## src/rtl/ctrl_io_pkg.sv

```systemverilog
/*
  Shared constants of the discrete control and status port: input and
  output bit positions, instrument state codes and timing counts.
  Assumes the system clock on the Clock setting, 40 MHz.
*/
package ctrl_io_pkg;

  // clock and timing figures, each in its own unit
  localparam int unsigned CLK_HZ        = 40_000_000;
  localparam int unsigned NULL_HOLD_MS  = 3000;   // null cancelled when held longer
  localparam int unsigned PWRUP_MS      = 1000;   // all outputs active after power-on
  localparam int unsigned DEBOUNCE_US   = 1000;   // input must be stable this long
  localparam int unsigned NULL_HOLD_CYC = NULL_HOLD_MS * (CLK_HZ / 1000);
  localparam int unsigned PWRUP_CYC     = PWRUP_MS * (CLK_HZ / 1000);
  localparam int unsigned DEBOUNCE_CYC  = DEBOUNCE_US * (CLK_HZ / 1_000_000);

  // discrete_inputs bit positions
  localparam int unsigned IN_RUN   = 0;
  localparam int unsigned IN_VENT  = 1;
  localparam int unsigned IN_NULL  = 2;
  localparam int unsigned IN_CAL   = 3;
  localparam int unsigned IN_PSEL  = 4;
  localparam int unsigned IN_FILL  = 6;
  localparam int unsigned NUM_IN   = 8;

  // discrete_outputs bit positions
  localparam int unsigned OUT_READY  = 0;
  localparam int unsigned OUT_MEAS   = 1;
  localparam int unsigned OUT_LEAK   = 2;
  localparam int unsigned OUT_ERROR  = 3;
  localparam int unsigned OUT_CALACK = 4;
  localparam int unsigned OUT_FILL   = 5;
  localparam int unsigned OUT_BYPASS = 6;
  localparam int unsigned OUT_LEAK2  = 7;
  localparam int unsigned NUM_OUT    = 8;
  localparam logic [7:0]  OUT_ALL_ON = 8'hff;  // reset and power-up lamp pattern

  // instrument state codes reported by the core
  localparam logic [2:0] ST_READY = 3'h0;
  localparam logic [2:0] ST_EVAC  = 3'h1;
  localparam logic [2:0] ST_ULTRA = 3'h2;
  localparam logic [2:0] ST_FINE  = 3'h3;
  localparam logic [2:0] ST_GROSS = 3'h4;
  localparam logic [2:0] ST_ERROR = 3'h5;

  // leak clears below nine tenths of the limit
  localparam int unsigned HYST_NUM = 9;
  localparam int unsigned HYST_DEN = 10;

endpackage

```

## src/rtl/cond_if.sv

```systemverilog
/*
  Carrier between the input conditioner and the port logic: debounced
  levels and one-cycle edge pulses. Assumes one clock for both ends.
*/
`timescale 1ns/1ps
interface cond_if #(parameter int unsigned N = 8);
  logic [N-1:0] level;
  logic [N-1:0] rise;
  logic [N-1:0] fall;
  modport src (output level, output rise, output fall);
  modport snk (input level, input rise, input fall);
endinterface

```

## src/rtl/input_conditioner.sv

```systemverilog
/*
  Two-stage synchroniser, debounce and edge detection for each discrete
  input. Assumes the pins are asynchronous to sys_clk.
*/
`timescale 1ns/1ps
module input_conditioner #(
  parameter int unsigned N   = 8,
  parameter int unsigned DEB = 40000
) (
  input  wire logic          sys_clk,
  input  wire logic          rst_n,
  input  wire logic [N-1:0]  pins,
  cond_if.src                c
);
  localparam int unsigned CW = $clog2(DEB + 1);

  if (DEB < 1) begin : g_chk
    $error("debounce count must be at least one");
  end

  logic [N-1:0] sync1_q, sync2_q;

  // plain two-flop synchroniser; stage one feeds stage two only
  always_ff @(posedge sys_clk) begin
    if (!rst_n) begin
      sync1_q <= '0;
      sync2_q <= '0;
    end else begin
      sync1_q <= pins;
      sync2_q <= sync1_q;
    end
  end

  for (genvar i = 0; i < N; i++) begin : g_bit
    logic [CW-1:0] cnt_q, cnt_d;
    logic          st_q, st_d, rise_q, rise_d, fall_q, fall_d;

    // a change must persist DEB cycles; bounce restarts the count
    always_comb begin
      cnt_d = cnt_q;
      st_d  = st_q;
      if (sync2_q[i] == st_q) begin
        cnt_d = '0;
      end else if (cnt_q == CW'(DEB - 1)) begin
        st_d  = sync2_q[i];
        cnt_d = '0;
      end else begin
        cnt_d = cnt_q + 1'b1;
      end
      rise_d = st_d & ~st_q;  // one pulse per settled low-to-high
      fall_d = ~st_d & st_q;
    end

    always_ff @(posedge sys_clk) begin
      if (!rst_n) begin
        cnt_q  <= '0;
        st_q   <= 1'b0;
        rise_q <= 1'b0;
        fall_q <= 1'b0;
      end else begin
        cnt_q  <= cnt_d;
        st_q   <= st_d;
        rise_q <= rise_d;
        fall_q <= fall_d;
      end
    end

    assign c.level[i] = st_q;
    assign c.rise[i]  = rise_q;
    assign c.fall[i]  = fall_q;

  end
endmodule

```

## src/rtl/control_io_port.sv

```systemverilog
/*
  Discrete control and status port: six of the eight conditioned control inputs
  become one-cycle command pulses to the instrument core, and eight
  status outputs report instrument state. Assumes the core's status
  inputs are on sys_clk and the command pulses are consumed there.
*/
`timescale 1ns/1ps
module control_io_port import ctrl_io_pkg::*; #(
  parameter int unsigned NULL_HOLD_CYCLES = NULL_HOLD_CYC,
  parameter int unsigned PWRUP_CYCLES     = PWRUP_CYC,
  parameter int unsigned DEBOUNCE_CYCLES  = DEBOUNCE_CYC,
  parameter int unsigned VAL_W            = 16
) (
  input  wire logic [NUM_IN-1:0]  discrete_inputs,
  input  wire logic               sys_clk,
  input  wire logic               rst_n,
  input  wire logic [2:0]         inst_state,
  input  wire logic               vent_manual,
  input  wire logic               alarm_enable,
  input  wire logic [VAL_W-1:0]   measured_value,
  input  wire logic [VAL_W-1:0]   alarm_limit,
  input  wire logic               cal_waiting,
  input  wire logic               auto_test_mode,
  input  wire logic               background_reached,
  input  wire logic               bypass_open,
  output logic [NUM_OUT-1:0]      discrete_outputs,
  output logic                    meas_start_q,
  output logic                    meas_stop_q,
  output logic                    vent_req_q,
  output logic                    null_req_q,
  output logic                    null_cancel_q,
  output logic                    cal_start_q,
  output logic                    cal_confirm_q,
  output logic                    load_set2_q,
  output logic                    load_set1_q,
  output logic                    fill_done_q
);
  localparam int unsigned HW = $clog2(NULL_HOLD_CYCLES + 1);
  localparam int unsigned PW = $clog2(PWRUP_CYCLES + 1);
  localparam int unsigned XW = VAL_W + 4;

  if (NULL_HOLD_CYCLES < 1 || PWRUP_CYCLES < 1 || VAL_W < 1) begin : g_chk
    $error("timing counts and value width must be at least one");
  end

  typedef enum logic {PH_LAMP, PH_RUN} phase_e;

  cond_if #(.N(NUM_IN)) cin ();

  input_conditioner #(.N(NUM_IN), .DEB(DEBOUNCE_CYCLES)) u_cond (
    .sys_clk (sys_clk),
    .rst_n   (rst_n),
    .pins    (discrete_inputs),
    .c       (cin)
  );

  logic            measuring;
  phase_e          phase_q, phase_d;
  logic [PW-1:0]   pwr_cnt_q, pwr_cnt_d;
  logic [HW-1:0]   hold_q, hold_d;
  logic            leak_q, leak_d;
  logic [NUM_OUT-1:0] out_d;
  logic            start_d, stop_d, vent_d, null_d, cancel_d;
  logic            calst_d, calcf_d, set2_d, set1_d, fill_d;
  logic [XW-1:0]   val_x, lim_x;

  assign measuring = (inst_state == ST_ULTRA) || (inst_state == ST_FINE) || (inst_state == ST_GROSS);
  assign val_x     = XW'(measured_value);
  assign lim_x     = XW'(alarm_limit);

  // command decode from edge pulses; only the null cancel comes from a held level
  always_comb begin
    start_d  = cin.rise[IN_RUN] && (inst_state == ST_READY);
    stop_d   = cin.rise[IN_RUN] && measuring;
    vent_d   = cin.rise[IN_VENT] && vent_manual;
    null_d   = cin.rise[IN_NULL];
    calcf_d  = cin.rise[IN_CAL] && cal_waiting;
    calst_d  = cin.rise[IN_CAL] && !cal_waiting;
    set2_d   = cin.rise[IN_PSEL];
    set1_d   = cin.fall[IN_PSEL];
    fill_d   = cin.rise[IN_FILL];
    // hold timer saturates at NULL_HOLD_CYCLES so the cancel fires once
    hold_d   = hold_q;
    cancel_d = 1'b0;
    if (!cin.level[IN_NULL]) begin
      hold_d = '0;
    end else if (hold_q != HW'(NULL_HOLD_CYCLES)) begin
      hold_d   = hold_q + 1'b1;
      cancel_d = (hold_q == HW'(NULL_HOLD_CYCLES - 1));
    end
  end

  always_ff @(posedge sys_clk) begin
    if (!rst_n) begin
      meas_start_q  <= 1'b0;
      meas_stop_q   <= 1'b0;
      vent_req_q    <= 1'b0;
      null_req_q    <= 1'b0;
      null_cancel_q <= 1'b0;
      cal_start_q   <= 1'b0;
      cal_confirm_q <= 1'b0;
      load_set2_q   <= 1'b0;
      load_set1_q   <= 1'b0;
      fill_done_q   <= 1'b0;
      hold_q        <= '0;
    end else begin
      meas_start_q  <= start_d;
      meas_stop_q   <= stop_d;
      vent_req_q    <= vent_d;
      null_req_q    <= null_d;
      null_cancel_q <= cancel_d;
      cal_start_q   <= calst_d;
      cal_confirm_q <= calcf_d;
      load_set2_q   <= set2_d;
      load_set1_q   <= set1_d;
      fill_done_q   <= fill_d;
      hold_q        <= hold_d;
    end
  end

  // leak hysteresis; widened so 10x value cannot overflow
  always_comb begin
    leak_d = leak_q;
    if (!alarm_enable) begin
      leak_d = 1'b0;
    end else if (val_x > lim_x) begin
      leak_d = 1'b1;
    end else if (XW'(val_x * HYST_DEN) < XW'(lim_x * HYST_NUM)) begin
      leak_d = 1'b0;
    end
  end

  // power-up lamp test then live status; outputs straight from flops
  always_comb begin
    phase_d   = phase_q;
    pwr_cnt_d = pwr_cnt_q;
    case (phase_q)
      PH_LAMP: begin
        if (pwr_cnt_q == PW'(PWRUP_CYCLES - 1)) begin
          phase_d = PH_RUN;
        end else begin
          pwr_cnt_d = pwr_cnt_q + 1'b1;
        end
      end
      default: begin
        phase_d = PH_RUN;  // live status until the next reset
      end
    endcase
    out_d             = OUT_ALL_ON;
    out_d[OUT_READY]  = (inst_state == ST_READY);
    out_d[OUT_MEAS]   = measuring;
    out_d[OUT_LEAK]   = leak_d;
    out_d[OUT_ERROR]  = (inst_state == ST_ERROR);
    out_d[OUT_CALACK] = cal_waiting;
    out_d[OUT_FILL]   = auto_test_mode && background_reached;
    out_d[OUT_BYPASS] = bypass_open;
    out_d[OUT_LEAK2]  = leak_d;  // second leak pin mirrors the alarm
    if (phase_d == PH_LAMP) begin
      out_d = OUT_ALL_ON;
    end
  end

  always_ff @(posedge sys_clk) begin
    if (!rst_n) begin
      phase_q          <= PH_LAMP;
      pwr_cnt_q        <= '0;
      leak_q           <= 1'b0;
      discrete_outputs <= OUT_ALL_ON;
    end else begin
      phase_q          <= phase_d;
      pwr_cnt_q        <= pwr_cnt_d;
      leak_q           <= leak_d;
      discrete_outputs <= out_d;
    end
  end
endmodule

```

## config.mk

```make
export PLATFORM = sky130hd
export DESIGN_NAME = control_io_port
export DESIGN_NICKNAME = d
export VERILOG_FILES = /design/src/rtl/ctrl_io_pkg.sv /design/src/rtl/cond_if.sv /design/src/rtl/input_conditioner.sv /design/src/rtl/control_io_port.sv
export SDC_FILE = /design/constraint.sdc
export NUM_CORES = 1
export LEC_CHECK = 0
export BUFFER_PORTS_ARGS = -buffer_cell sky130_fd_sc_hd__buf_2
export CAP_MARGIN = 5
export CELL_PAD_IN_SITES_DETAIL_PLACEMENT = 0
export CELL_PAD_IN_SITES_GLOBAL_PLACEMENT = 1
export CORE_ASPECT_RATIO = 0.6
export CORE_MARGIN = 4
export CORE_UTILIZATION = 45
export CTS_CLUSTER_SIZE = 25
export DETAILED_ROUTE_END_ITERATION = 8
export GPL_ROUTABILITY_DRIVEN = 0
export HOLD_SLACK_MARGIN = 0.12
export MAX_ROUTING_LAYER = met4
export PLACE_DENSITY_LB_ADDON = 0.1
export SLEW_MARGIN = 20
export SYNTH_ARGS = -nofsm -noshare
export SYNTH_HDL_FRONTEND = slang
export SYNTH_SLANG_ARGS = --single-unit
```

## constraint.sdc

```tcl
create_clock -name sys_clk -period 4.89 [get_ports sys_clk]
set_input_delay 0.489 -clock sys_clk [delete_from_list [all_inputs] [get_ports sys_clk]]
set_output_delay 0.489 -clock sys_clk [all_outputs]
set_load 0.02 [all_outputs]
```

==> impl_metrics.csv, run 1 <==
group,metric,value,unit
timing,slew_violations,0,
pwr,p_int,2.70,mW
timing,hold_viol_final,0,
pwr,clkPwrFrac,0.422,
routing,dr_total_vias,7878,
routing,drtIter0Drc,470,
place,dpl-instance-area,0.0109,mm²
synthesis,synthArstFlopShare,0,
floorplan,core-area,0.0222,mm²
worst_setup_path,critPathMaxFanout,3,
layout,antennaDiodeCount,0,
min_path,hp-class,"in -> reg",
floorplan,die_area,0.0252,mm²
floorplan,start_util,0.460,
pwr,power.density,311,mW/mm²
routing,drt-total-wl,21.7,mm
synthesis,yosysSeqAreaShare,0.379,
routing,post-route-drc-count,0,
pwr,pwr-share-comb,0.136,
synthesis,synth_area,0.0102,mm²
layout,final_nets,1374,
global_route,grt_pass1_vias,7109,
routing,antenna_left,0,
worst_setup_path,path_class,"in -> reg",
layout,drive_gt1_frac,0.0883,
synthesis,ys_seq_elements,193,
synthesis,synth_ff_type,"dfxtp_1",
global_route,grt_pass1_wl,36.2,mm
place,hpwl,16.5,mm
clock_tree,root_buffer,"clkbuf_16",
clock_tree,clk_pin_slew_worst_paths,0.07,ns
synthesis,synthesis.nets,1304,
clock_tree,cts.sink_count,193,
pwr,p_switching,0.886,mW
clock_tree,cts_hold_buf,0,
worst_setup_path,end_kind,"flop",
layout,layout_commonest_cell,"dfxtp_1",
timing,tightest_slew,0.721,ns
pwr,p_seq_frac,0.442,
clock_tree,cts_tree,"yes",
timing,fin_crit,4.24,ns
timing,timing.final.crit_share,0.867,
worst_setup_path,cp.required,5.18,ns
synthesis,ys_warn_count,0,
worst_setup_path,cp_data_arrival_time,4.53,ns
clock_tree,numCtsBuffers,17,
floorplan,fp.dieW,202,µm
pwr,leakagePower,4.53,nW
run_status,outcome,"complete, no violations",
pwr,peakVddDrop,0.000249,V
clock_tree,cts.path.max_buffers,2,
floorplan,row_count,42,
synthesis,ys_types,57,
clock_tree,clk_latency,0.43,ns
clock_tree,cts-htree-levels,4,
timing,fin_skew,0.00767,ns
timing,setup_tns,0,ns
timing,rsz0062_at_grt,"false",
global_route,antenna_found_initial,0,
place,io_buffers,66,
layout,final_cell_mix,"193 x dfxtp_1, 147 x nor2_1, 98 x ha_1, 82 x xor2_1, 66 x buf_2",
global_route,grt_util_all_layers,0.180,
floorplan,die_y,125,µm
timing,fmax,0.236,GHz
run,drv_cap,0,
layout,postLayoutCellArea,0.0115,mm²
synthesis,netlist_instances,1153,
routing,wl_per_cell,14.0,µm
global_route,grt-ovfl-total,0,
routing,firstDrtPassIters,4,
clock_tree,post_cts_resized,0,
timing,slew_headroom,0.516,
worst_setup_path,critPathLaunchType,"input port",
pwr,swShare,0.247,
floorplan,io-pin-count,69,
timing,setup_viol,0,
synthesis,synth_edf_count,0,
synthesis,syn_avg_cell_area,8.85,µm²
clock_tree,cts_post_setup_buffers_inserted,0,
routing,via_per_inst,5.11,
layout,area_delta_synth_final,12.8,%
global_route,grt_max_degree,40,
-- cell usage after synthesis (6+ instances only) --
| library cell | n | area share |
|---|---|---|
| a21o_1 | 14 | 0.010 |
| xor2_1 | 82 | 0.070 |
| nor4b_1 | 14 | 0.012 |
| and2_1 | 39 | 0.024 |
| nand4_1 | 32 | 0.020 |
| nor3_1 | 27 | 0.013 |
| a21oi_1 | 48 | 0.024 |
| or3_1 | 24 | 0.015 |
| dfxtp_1 | 193 | 0.38 |
| and3_1 | 28 | 0.017 |
| mux2i_1 | 9 | 0.0088 |
| nand2b_1 | 9 | 0.0055 |
| nand3_1 | 62 | 0.030 |
| and4_1 | 6 | 0.0051 |
| nor2b_1 | 26 | 0.016 |
| o211ai_1 | 8 | 0.0059 |
| ha_1 | 98 | 0.12 |
| o21a_1 | 6 | 0.0044 |
| nand2_1 | 57 | 0.021 |
| xnor2_1 | 61 | 0.052 |
| clkbuf_1 | 17 | 0.0063 |
| o21ai_0 | 37 | 0.018 |
| nor2_1 | 147 | 0.054 |
| inv_1 | 48 | 0.018 |
-- state kept, by name, indices dropped and copies added, names as in the netlist --
| signal | count |
|---|---|
| vent_req_q | 1 |
| u_cond.g_bit.fall_q | 1 |
| load_set2_q | 1 |
| u_cond.g_bit.rise_q | 6 |
| meas_stop_q | 1 |
| u_cond.g_bit.st_q | 6 |
| pwr_cnt_q | 26 |
| load_set1_q | 1 |
| u_cond.sync1_q | 6 |
| leak_q | 1 |
| null_cancel_q | 1 |
| meas_start_q | 1 |
| cal_start_q | 1 |
| discrete_outputs | 7 |
| fill_done_q | 1 |
| u_cond.g_bit.cnt_q | 96 |
| hold_q | 27 |
| u_cond.sync2_q | 6 |
| cal_confirm_q | 1 |
| phase_q | 1 |
| null_req_q | 1 |
-- final timing paths --
| kind | startpoint | to | slack, ns | cells after the start |
|---|---|---|---|---|
| max | alarm_limit[1] | leak_q$_SDFF_PN0_ | 0.65 | 15 |
| min | cal_waiting | cal_start_q$_SDFF_PN0_ | 0.23 | 2 |
| max reg2reg | pwr_cnt_q[3]$_SDFFE_PN0P_ | discrete_outputs[2]$_SDFF_PN1_ | 2.54 | 7 |
| min reg2reg | u_cond.g_bit[4].fall_q$_SDFF_PN0_ | load_set1_q$_SDFF_PN0_ | 0.43 | 1 |
-- cell type report --
cell class | instances | area (µm²)
repair buffers | 73 | 383
fillers | 2093 | 10700
flip-flops and latches | 193 | 3860
multi-input cells | 890 | 6070
well taps | 308 | 385
inverters | 48 | 180
clock inverters | 12 | 208
clock buffers | 19 | 433
-- cells by family after synthesis --
group           Yosys count  share of synthesized area
compound gates          143                     0.0853
mux                       9                    0.00883
xor+xnor                143                      0.123
buf+inv                  70                     0.0272
simple gates            495                      0.253
fa+ha+maj               100                      0.124
flops                   193                      0.379
-- worst max-delay path, cell delays in order --
cell	delay, ns
buf_2	0.12
ha_1	0.29
ha_1	0.25
fa_1	0.43
a211o_1	0.29
a2111oi_0	0.50
or3_1	0.22
a31oi_1	0.17
a311oi_1	0.34
ha_1	0.29
nand4_1	0.15
nor4_1	0.09
a221o_1	0.33
o311ai_0	0.41
a21boi_0	0.15
-- stage by stage --
stage / worst slack, ns / utilization / cells / power [mW] / hold WS [ns]
after floorplan: 0.831 / - / 1153 / 1.96 / 0.405
after global placement: 0.323 / 0.491 / 1512 / 2.10 / 0.418
after detailed placement: 0.232 / 0.491 / 1512 / 2.10 / 0.423
after CTS: 0.716 / 0.519 / 1543 / 3.62 / 0.200
after global routing: 0.413 / 0.519 / 1543 / 3.76 / 0.226
final: 0.653 / 0.519 / 1543 / 3.58 / 0.229
-- power by group through the flow --
stage / sequential, mW / combinational, mW / clock [mW]
floorplan: 1.62 / 0.339 / 0
global placement: 1.62 / 0.477 / 0
detailed placement: 1.62 / 0.478 / 0
CTS: 1.59 / 0.480 / 1.55
global route: 1.59 / 0.545 / 1.63
finish: 1.59 / 0.487 / 1.51
-- metal layers --
metal / routed length (µm) / vias up / global-route usage
li1: - / 4164 / -
met1: 12900 / 3598 / 0.294
met2: 7850 / 98 / 0.219
met3: 696 / 18 / 0.0343
met4: 186 / 0 / 0.0411
met5: 0 / - / -
(Power assumes the default switching activity.)
==> inputs of run 2 (changes only) <==
--- a/config.mk
+++ b/config.mk
@@ -10,7 +10,6 @@
 export CELL_PAD_IN_SITES_DETAIL_PLACEMENT = 0
 export CELL_PAD_IN_SITES_GLOBAL_PLACEMENT = 1
 export CORE_ASPECT_RATIO = 0.6
-export CORE_MARGIN = 4
 export CORE_UTILIZATION = 45
 export CTS_CLUSTER_SIZE = 25
 export DETAILED_ROUTE_END_ITERATION = 8
==> impl_metrics.csv, run 2 (same netlist as run 1, synthesis figures left out) <==
group,metric,value,unit
run_status,outcome,"complete, no violations",
worst_setup_path,critPathMaxFanout,3,
worst_setup_path,end_kind,"flop",
floorplan,start_util,0.461,
global_route,grt_pass1_vias,7151,
place,dpl-instance-area,0.0109,mm²
routing,drtIter0Drc,328,
global_route,grt_pass1_wl,35.6,mm
timing,tightest_slew,0.663,ns
place,io_buffers,66,
floorplan,row_count,42,
timing,fin_crit,4.21,ns
global_route,grt_util_all_layers,0.196,
clock_tree,clk_pin_slew_worst_paths,0.07,ns
timing,slew_headroom,0.557,
global_route,grt_max_degree,39,
routing,post-route-drc-count,0,
routing,antenna_left,0,
routing,firstDrtPassIters,5,
worst_setup_path,path_class,"in -> reg",
timing,setup_tns,0,ns
layout,fin_cells,1544,
clock_tree,root_buffer,"clkbuf_16",
timing,setup_viol,0,
routing,wl_per_cell,13.6,µm
layout,largest_register,"u_cond.g_bit.cnt_q",
clock_tree,numCtsBuffers,17,
place,placedCellCount,1512,
clock_tree,cts_tree,"yes",
global_route,antenna_found_initial,1,
routing,drt-total-wl,21.0,mm
floorplan,die_area,0.0233,mm²
clock_tree,cts-htree-levels,4,
layout,final_cell_mix,"193 x dfxtp_1, 147 x nor2_1, 98 x ha_1, 82 x xor2_1, 66 x buf_2",
timing,fmax,0.238,GHz
clock_tree,clk_latency,0.43,ns
layout,drive_gt1_frac,0.0899,
timing,hold_viol_final,0,
layout,top_regs,"u_cond.g_bit.cnt_q: 96 flops, hold_q: 27 flops, pwr_cnt_q: 26 flops",
worst_setup_path,cp.required,5.18,ns
pwr,power.density,301,mW/mm²
floorplan,die_y,119,µm
layout,largest_reg_flops,96,
layout,layout_commonest_cell,"dfxtp_1",
routing,dr_total_vias,7772,
floorplan,io-pin-count,69,
layout,postLayoutCellArea,0.0115,mm²
global_route,grt-ovfl-total,0,
routing,via_per_inst,5.03,
clock_tree,post_cts_resized,0,
layout,area_delta_synth_final,12.3,%
pwr,leakagePower,4.51,nW
floorplan,core-area,0.0221,mm²
clock_tree,cts_hold_buf,0,
clock_tree,cts.sink_count,193,
floorplan,fp.dieW,196,µm
pwr,peakVddDrop,0.000250,V
timing,fin_skew,0.0103,ns
min_path,hp-class,"in -> reg",
timing,rsz0062_at_grt,"false",
layout,final_nets,1374,
worst_setup_path,critPathLaunchType,"input port",
run,drv_cap,0,
worst_setup_path,cp_data_arrival_time,4.50,ns
timing,timing.final.crit_share,0.860,
clock_tree,cts_post_setup_buffers_inserted,0,
place,hpwl,15.8,mm
clock_tree,cts.path.max_buffers,2,
timing,slew_violations,0,
-- run 2: power by group --
| group | internal, mW | switching [mW] |
|---|---|---|
| clock | 0.779 | 0.597 |
| sequential | 1.58 | 0.00555 |
| combinational | 0.208 | 0.276 |
| total | 2.57 | 0.878 |
-- run 2: worst max-delay path: stages --
cell and delay [ns]:
buf_2 0.12, ha_1 0.29, ha_1 0.26, fa_1 0.43, a211o_1 0.29, a2111oi_0 0.48
or3_1 0.22, a31oi_1 0.14, a311oi_1 0.34, ha_1 0.30, nand4_1 0.14, nor4_1 0.07
a221o_1 0.34, o311ai_0 0.42, a21boi_0 0.16
-- run 2: final cells by class --
cell class	instances	area (µm²)
Clock inverter	12	131
Multi-Input combinational cell	890	6070
Fill cell	2078	10700
Clock buffer	19	453
Sequential cell	193	3860
Inverter	48	180
Antenna cell	1	2.50
Timing Repair Buffer	73	383
Tap cell	308	385
-- run 2: final timing paths --
kind	start	end	slack (ns)	cells after the start
setup / recovery	alarm_limit[1]	leak_q$_SDFF_PN0_	0.68	15
hold / removal	bypass_open	discrete_outputs[6]$_SDFF_PN1_	0.23	2
setup reg to reg	pwr_cnt_q[14]$_SDFFE_PN0P_	discrete_outputs[3]$_SDFF_PN1_	2.52	7
hold reg to reg	u_cond.g_bit[3].rise_q$_SDFF_PN0_	cal_start_q$_SDFF_PN0_	0.43	2
-- run 2: metal layers --
metal | global-route usage | wire [µm]
met1 | 0.308 | 12500
met2 | 0.242 | 7530
met3 | 0.0405 | 815
met4 | 0.0576 | 206
met5 | - | 0
-- run 2: stage by stage --
stage	util	total power, mW	hold slack (ns)	worst slack, ns
2_1_floorplan	-	1.96	0.405	0.831
3_3_place_gp	0.492	2.10	0.416	0.344
5_1_grt	0.518	3.62	0.233	0.369
6_report	0.518	3.45	0.233	0.683
3_5_place_dp	0.492	2.10	0.416	0.273
4_1_cts	0.518	3.49	0.205	0.726
==> inputs of run 3 (changes only) <==
==> constraint.sdc (replaced) <==
create_clock -name sys_clk -period 5.2 [get_ports sys_clk]
set_input_delay 0.52 -clock sys_clk [delete_from_list [all_inputs] [get_ports sys_clk]]
set_output_delay 0.52 -clock sys_clk [all_outputs]
set_load 0.02 [all_outputs]
==> impl_metrics.csv, run 3 (same netlist as run 1, synthesis figures left out) <==
group,metric,value,unit
pwr,design_power_total,3.25,mW
global_route,grt_pass1_vias,7094,
timing,fin_skew,0.00980,ns
layout,final-seq-area,0.00386,mm²
place,dpl-instance-area,0.0109,mm²
floorplan,io-pin-count,69,
layout,area_delta_synth_final,12.2,%
layout,antennaDiodeCount,0,
timing,slew_headroom,0.363,
routing,drtIter0Drc,457,
layout,drive_gt1_frac,0.0899,
layout,final_nets,1373,
worst_setup_path,cp.required,5.49,ns
floorplan,fp.dieW,196,µm
place,io_buffers,66,
floorplan,row_count,42,
worst_setup_path,cp_data_arrival_time,4.51,ns
worst_setup_path,critPathLaunchType,"input port",
clock_tree,cts_hold_buf,0,
clock_tree,cts_tree,"yes",
routing,drt-total-wl,21.0,mm
clock_tree,cts-htree-levels,4,
clock_tree,clk_pin_slew_worst_paths,0.07,ns
place,hpwl,15.8,mm
routing,antenna_left,0,
pwr,leakagePower,4.50,nW
timing,rsz0062_at_grt,"false",
run,drv_cap,0,
floorplan,core-area,0.0221,mm²
clock_tree,clk_latency,0.43,ns
layout,largest_reg_flops,96,
clock_tree,numCtsBuffers,17,
global_route,grt-ovfl-total,0,
run_status,outcome,"complete, no violations",
layout,top_regs,"u_cond.g_bit.cnt_q: 96 flops, hold_q: 27 flops, pwr_cnt_q: 26 flops",
routing,firstDrtPassIters,5,
timing,fmax,0.237,GHz
routing,wl_per_cell,13.6,µm
worst_setup_path,critPathMaxFanout,3,
pwr,power.density,284,mW/mm²
clock_tree,cts.sink_count,193,
routing,via_per_inst,5.03,
timing,setup_viol,0,
clock_tree,root_buffer,"clkbuf_16",
timing,fin_crit,4.21,ns
global_route,grt_pass1_wl,35.6,mm
floorplan,start_util,0.461,
worst_setup_path,r2r-start,"pwr_cnt_q[14]$_SDFFE_PN0P_",
routing,post-route-drc-count,0,
pwr,peakVddDrop,0.000247,V
layout,fillers,2111,
timing,tightest_slew,0.953,ns
clock_tree,cts.path.max_buffers,2,
clock_tree,post_cts_resized,0,
min_path,hp-start,"cal_waiting",
timing,slew_violations,0,
floorplan,die_y,119,µm
worst_setup_path,end_kind,"flop",
worst_setup_path,path_class,"in -> reg",
floorplan,die_area,0.0233,mm²
clock_tree,cts_post_setup_buffers_inserted,0,
layout,postLayoutCellArea,0.0115,mm²
timing,timing.final.crit_share,0.810,
routing,dr_total_vias,7767,
min_path,hp-class,"in -> reg",
layout,layout_commonest_cell,"dfxtp_1",
global_route,grt_max_degree,40,
layout,final_cell_mix,"193 x dfxtp_1, 147 x nor2_1, 98 x ha_1, 82 x xor2_1, 66 x buf_2",
timing,hold_viol_final,0,
layout,multi_input_area,0.00607,mm²
timing,setup_tns,0,ns
global_route,grt_util_all_layers,0.195,
global_route,antenna_found_initial,0,
layout,largest_register,"u_cond.g_bit.cnt_q",
worst_setup_path,worstSetupStartpoint,"alarm_limit[1]",
## run 3: power by group
part	leakage, nW	internal (mW)	total [mW]	switching (mW)
logic	2.66	0.197	0.459	0.263
clock network	0.285	0.692	1.30	0.606
registers	1.56	1.49	1.49	0.00532
## run 3: area by class of cell
cell class / instances / area share
multi-input cells: 890 / 0.529
flip-flops and latches: 193 / 0.337
clock buffers: 18 / 0.0383
well taps: 308 / 0.0336
repair buffers: 72 / 0.0328
inverters: 48 / 0.0157
clock inverters: 14 / 0.0129
## run 3: path summary, 6_finish.rpt
check	end	slack, ns	cells after the start
min	cal_start_q$_SDFF_PN0_	0.26	2
max reg2reg	discrete_outputs[3]$_SDFF_PN1_	2.83	7
max	leak_q$_SDFF_PN0_	0.99	15
min reg2reg	null_req_q$_SDFF_PN0_	0.43	1
## run 3: critical path, stage by stage
cell and delay [ns]:
buf_2 0.11, ha_1 0.29, ha_1 0.24, fa_1 0.43, a211o_1 0.29, a2111oi_0 0.47, or3_1 0.22, a31oi_1 0.15
a311oi_1 0.38, ha_1 0.32, nand4_1 0.14, nor4_1 0.07, a221o_1 0.34, o311ai_0 0.38, a21boi_0 0.15
## run 3: stage by stage
step	std cells	hold slack, ns	util	setup slack, ns
floorplan	1153	0.405	-	1.11
global placement	1511	0.416	0.491	0.606
detailed placement	1511	0.417	0.491	0.549
CTS	1543	0.229	0.518	1.03
global route	1543	0.254	0.518	0.567
finish	1543	0.257	0.518	0.987
## run 3: layer usage
metal / vias up / share of wire / track usage
met4: 0 / 0.0076 / 0.0483
met3: 12 / 0.039 / 0.0414
met1: 3497 / 0.59 / 0.307
li1: 4157 / - / -
met2: 101 / 0.36 / 0.241
met5: - / 0 / -
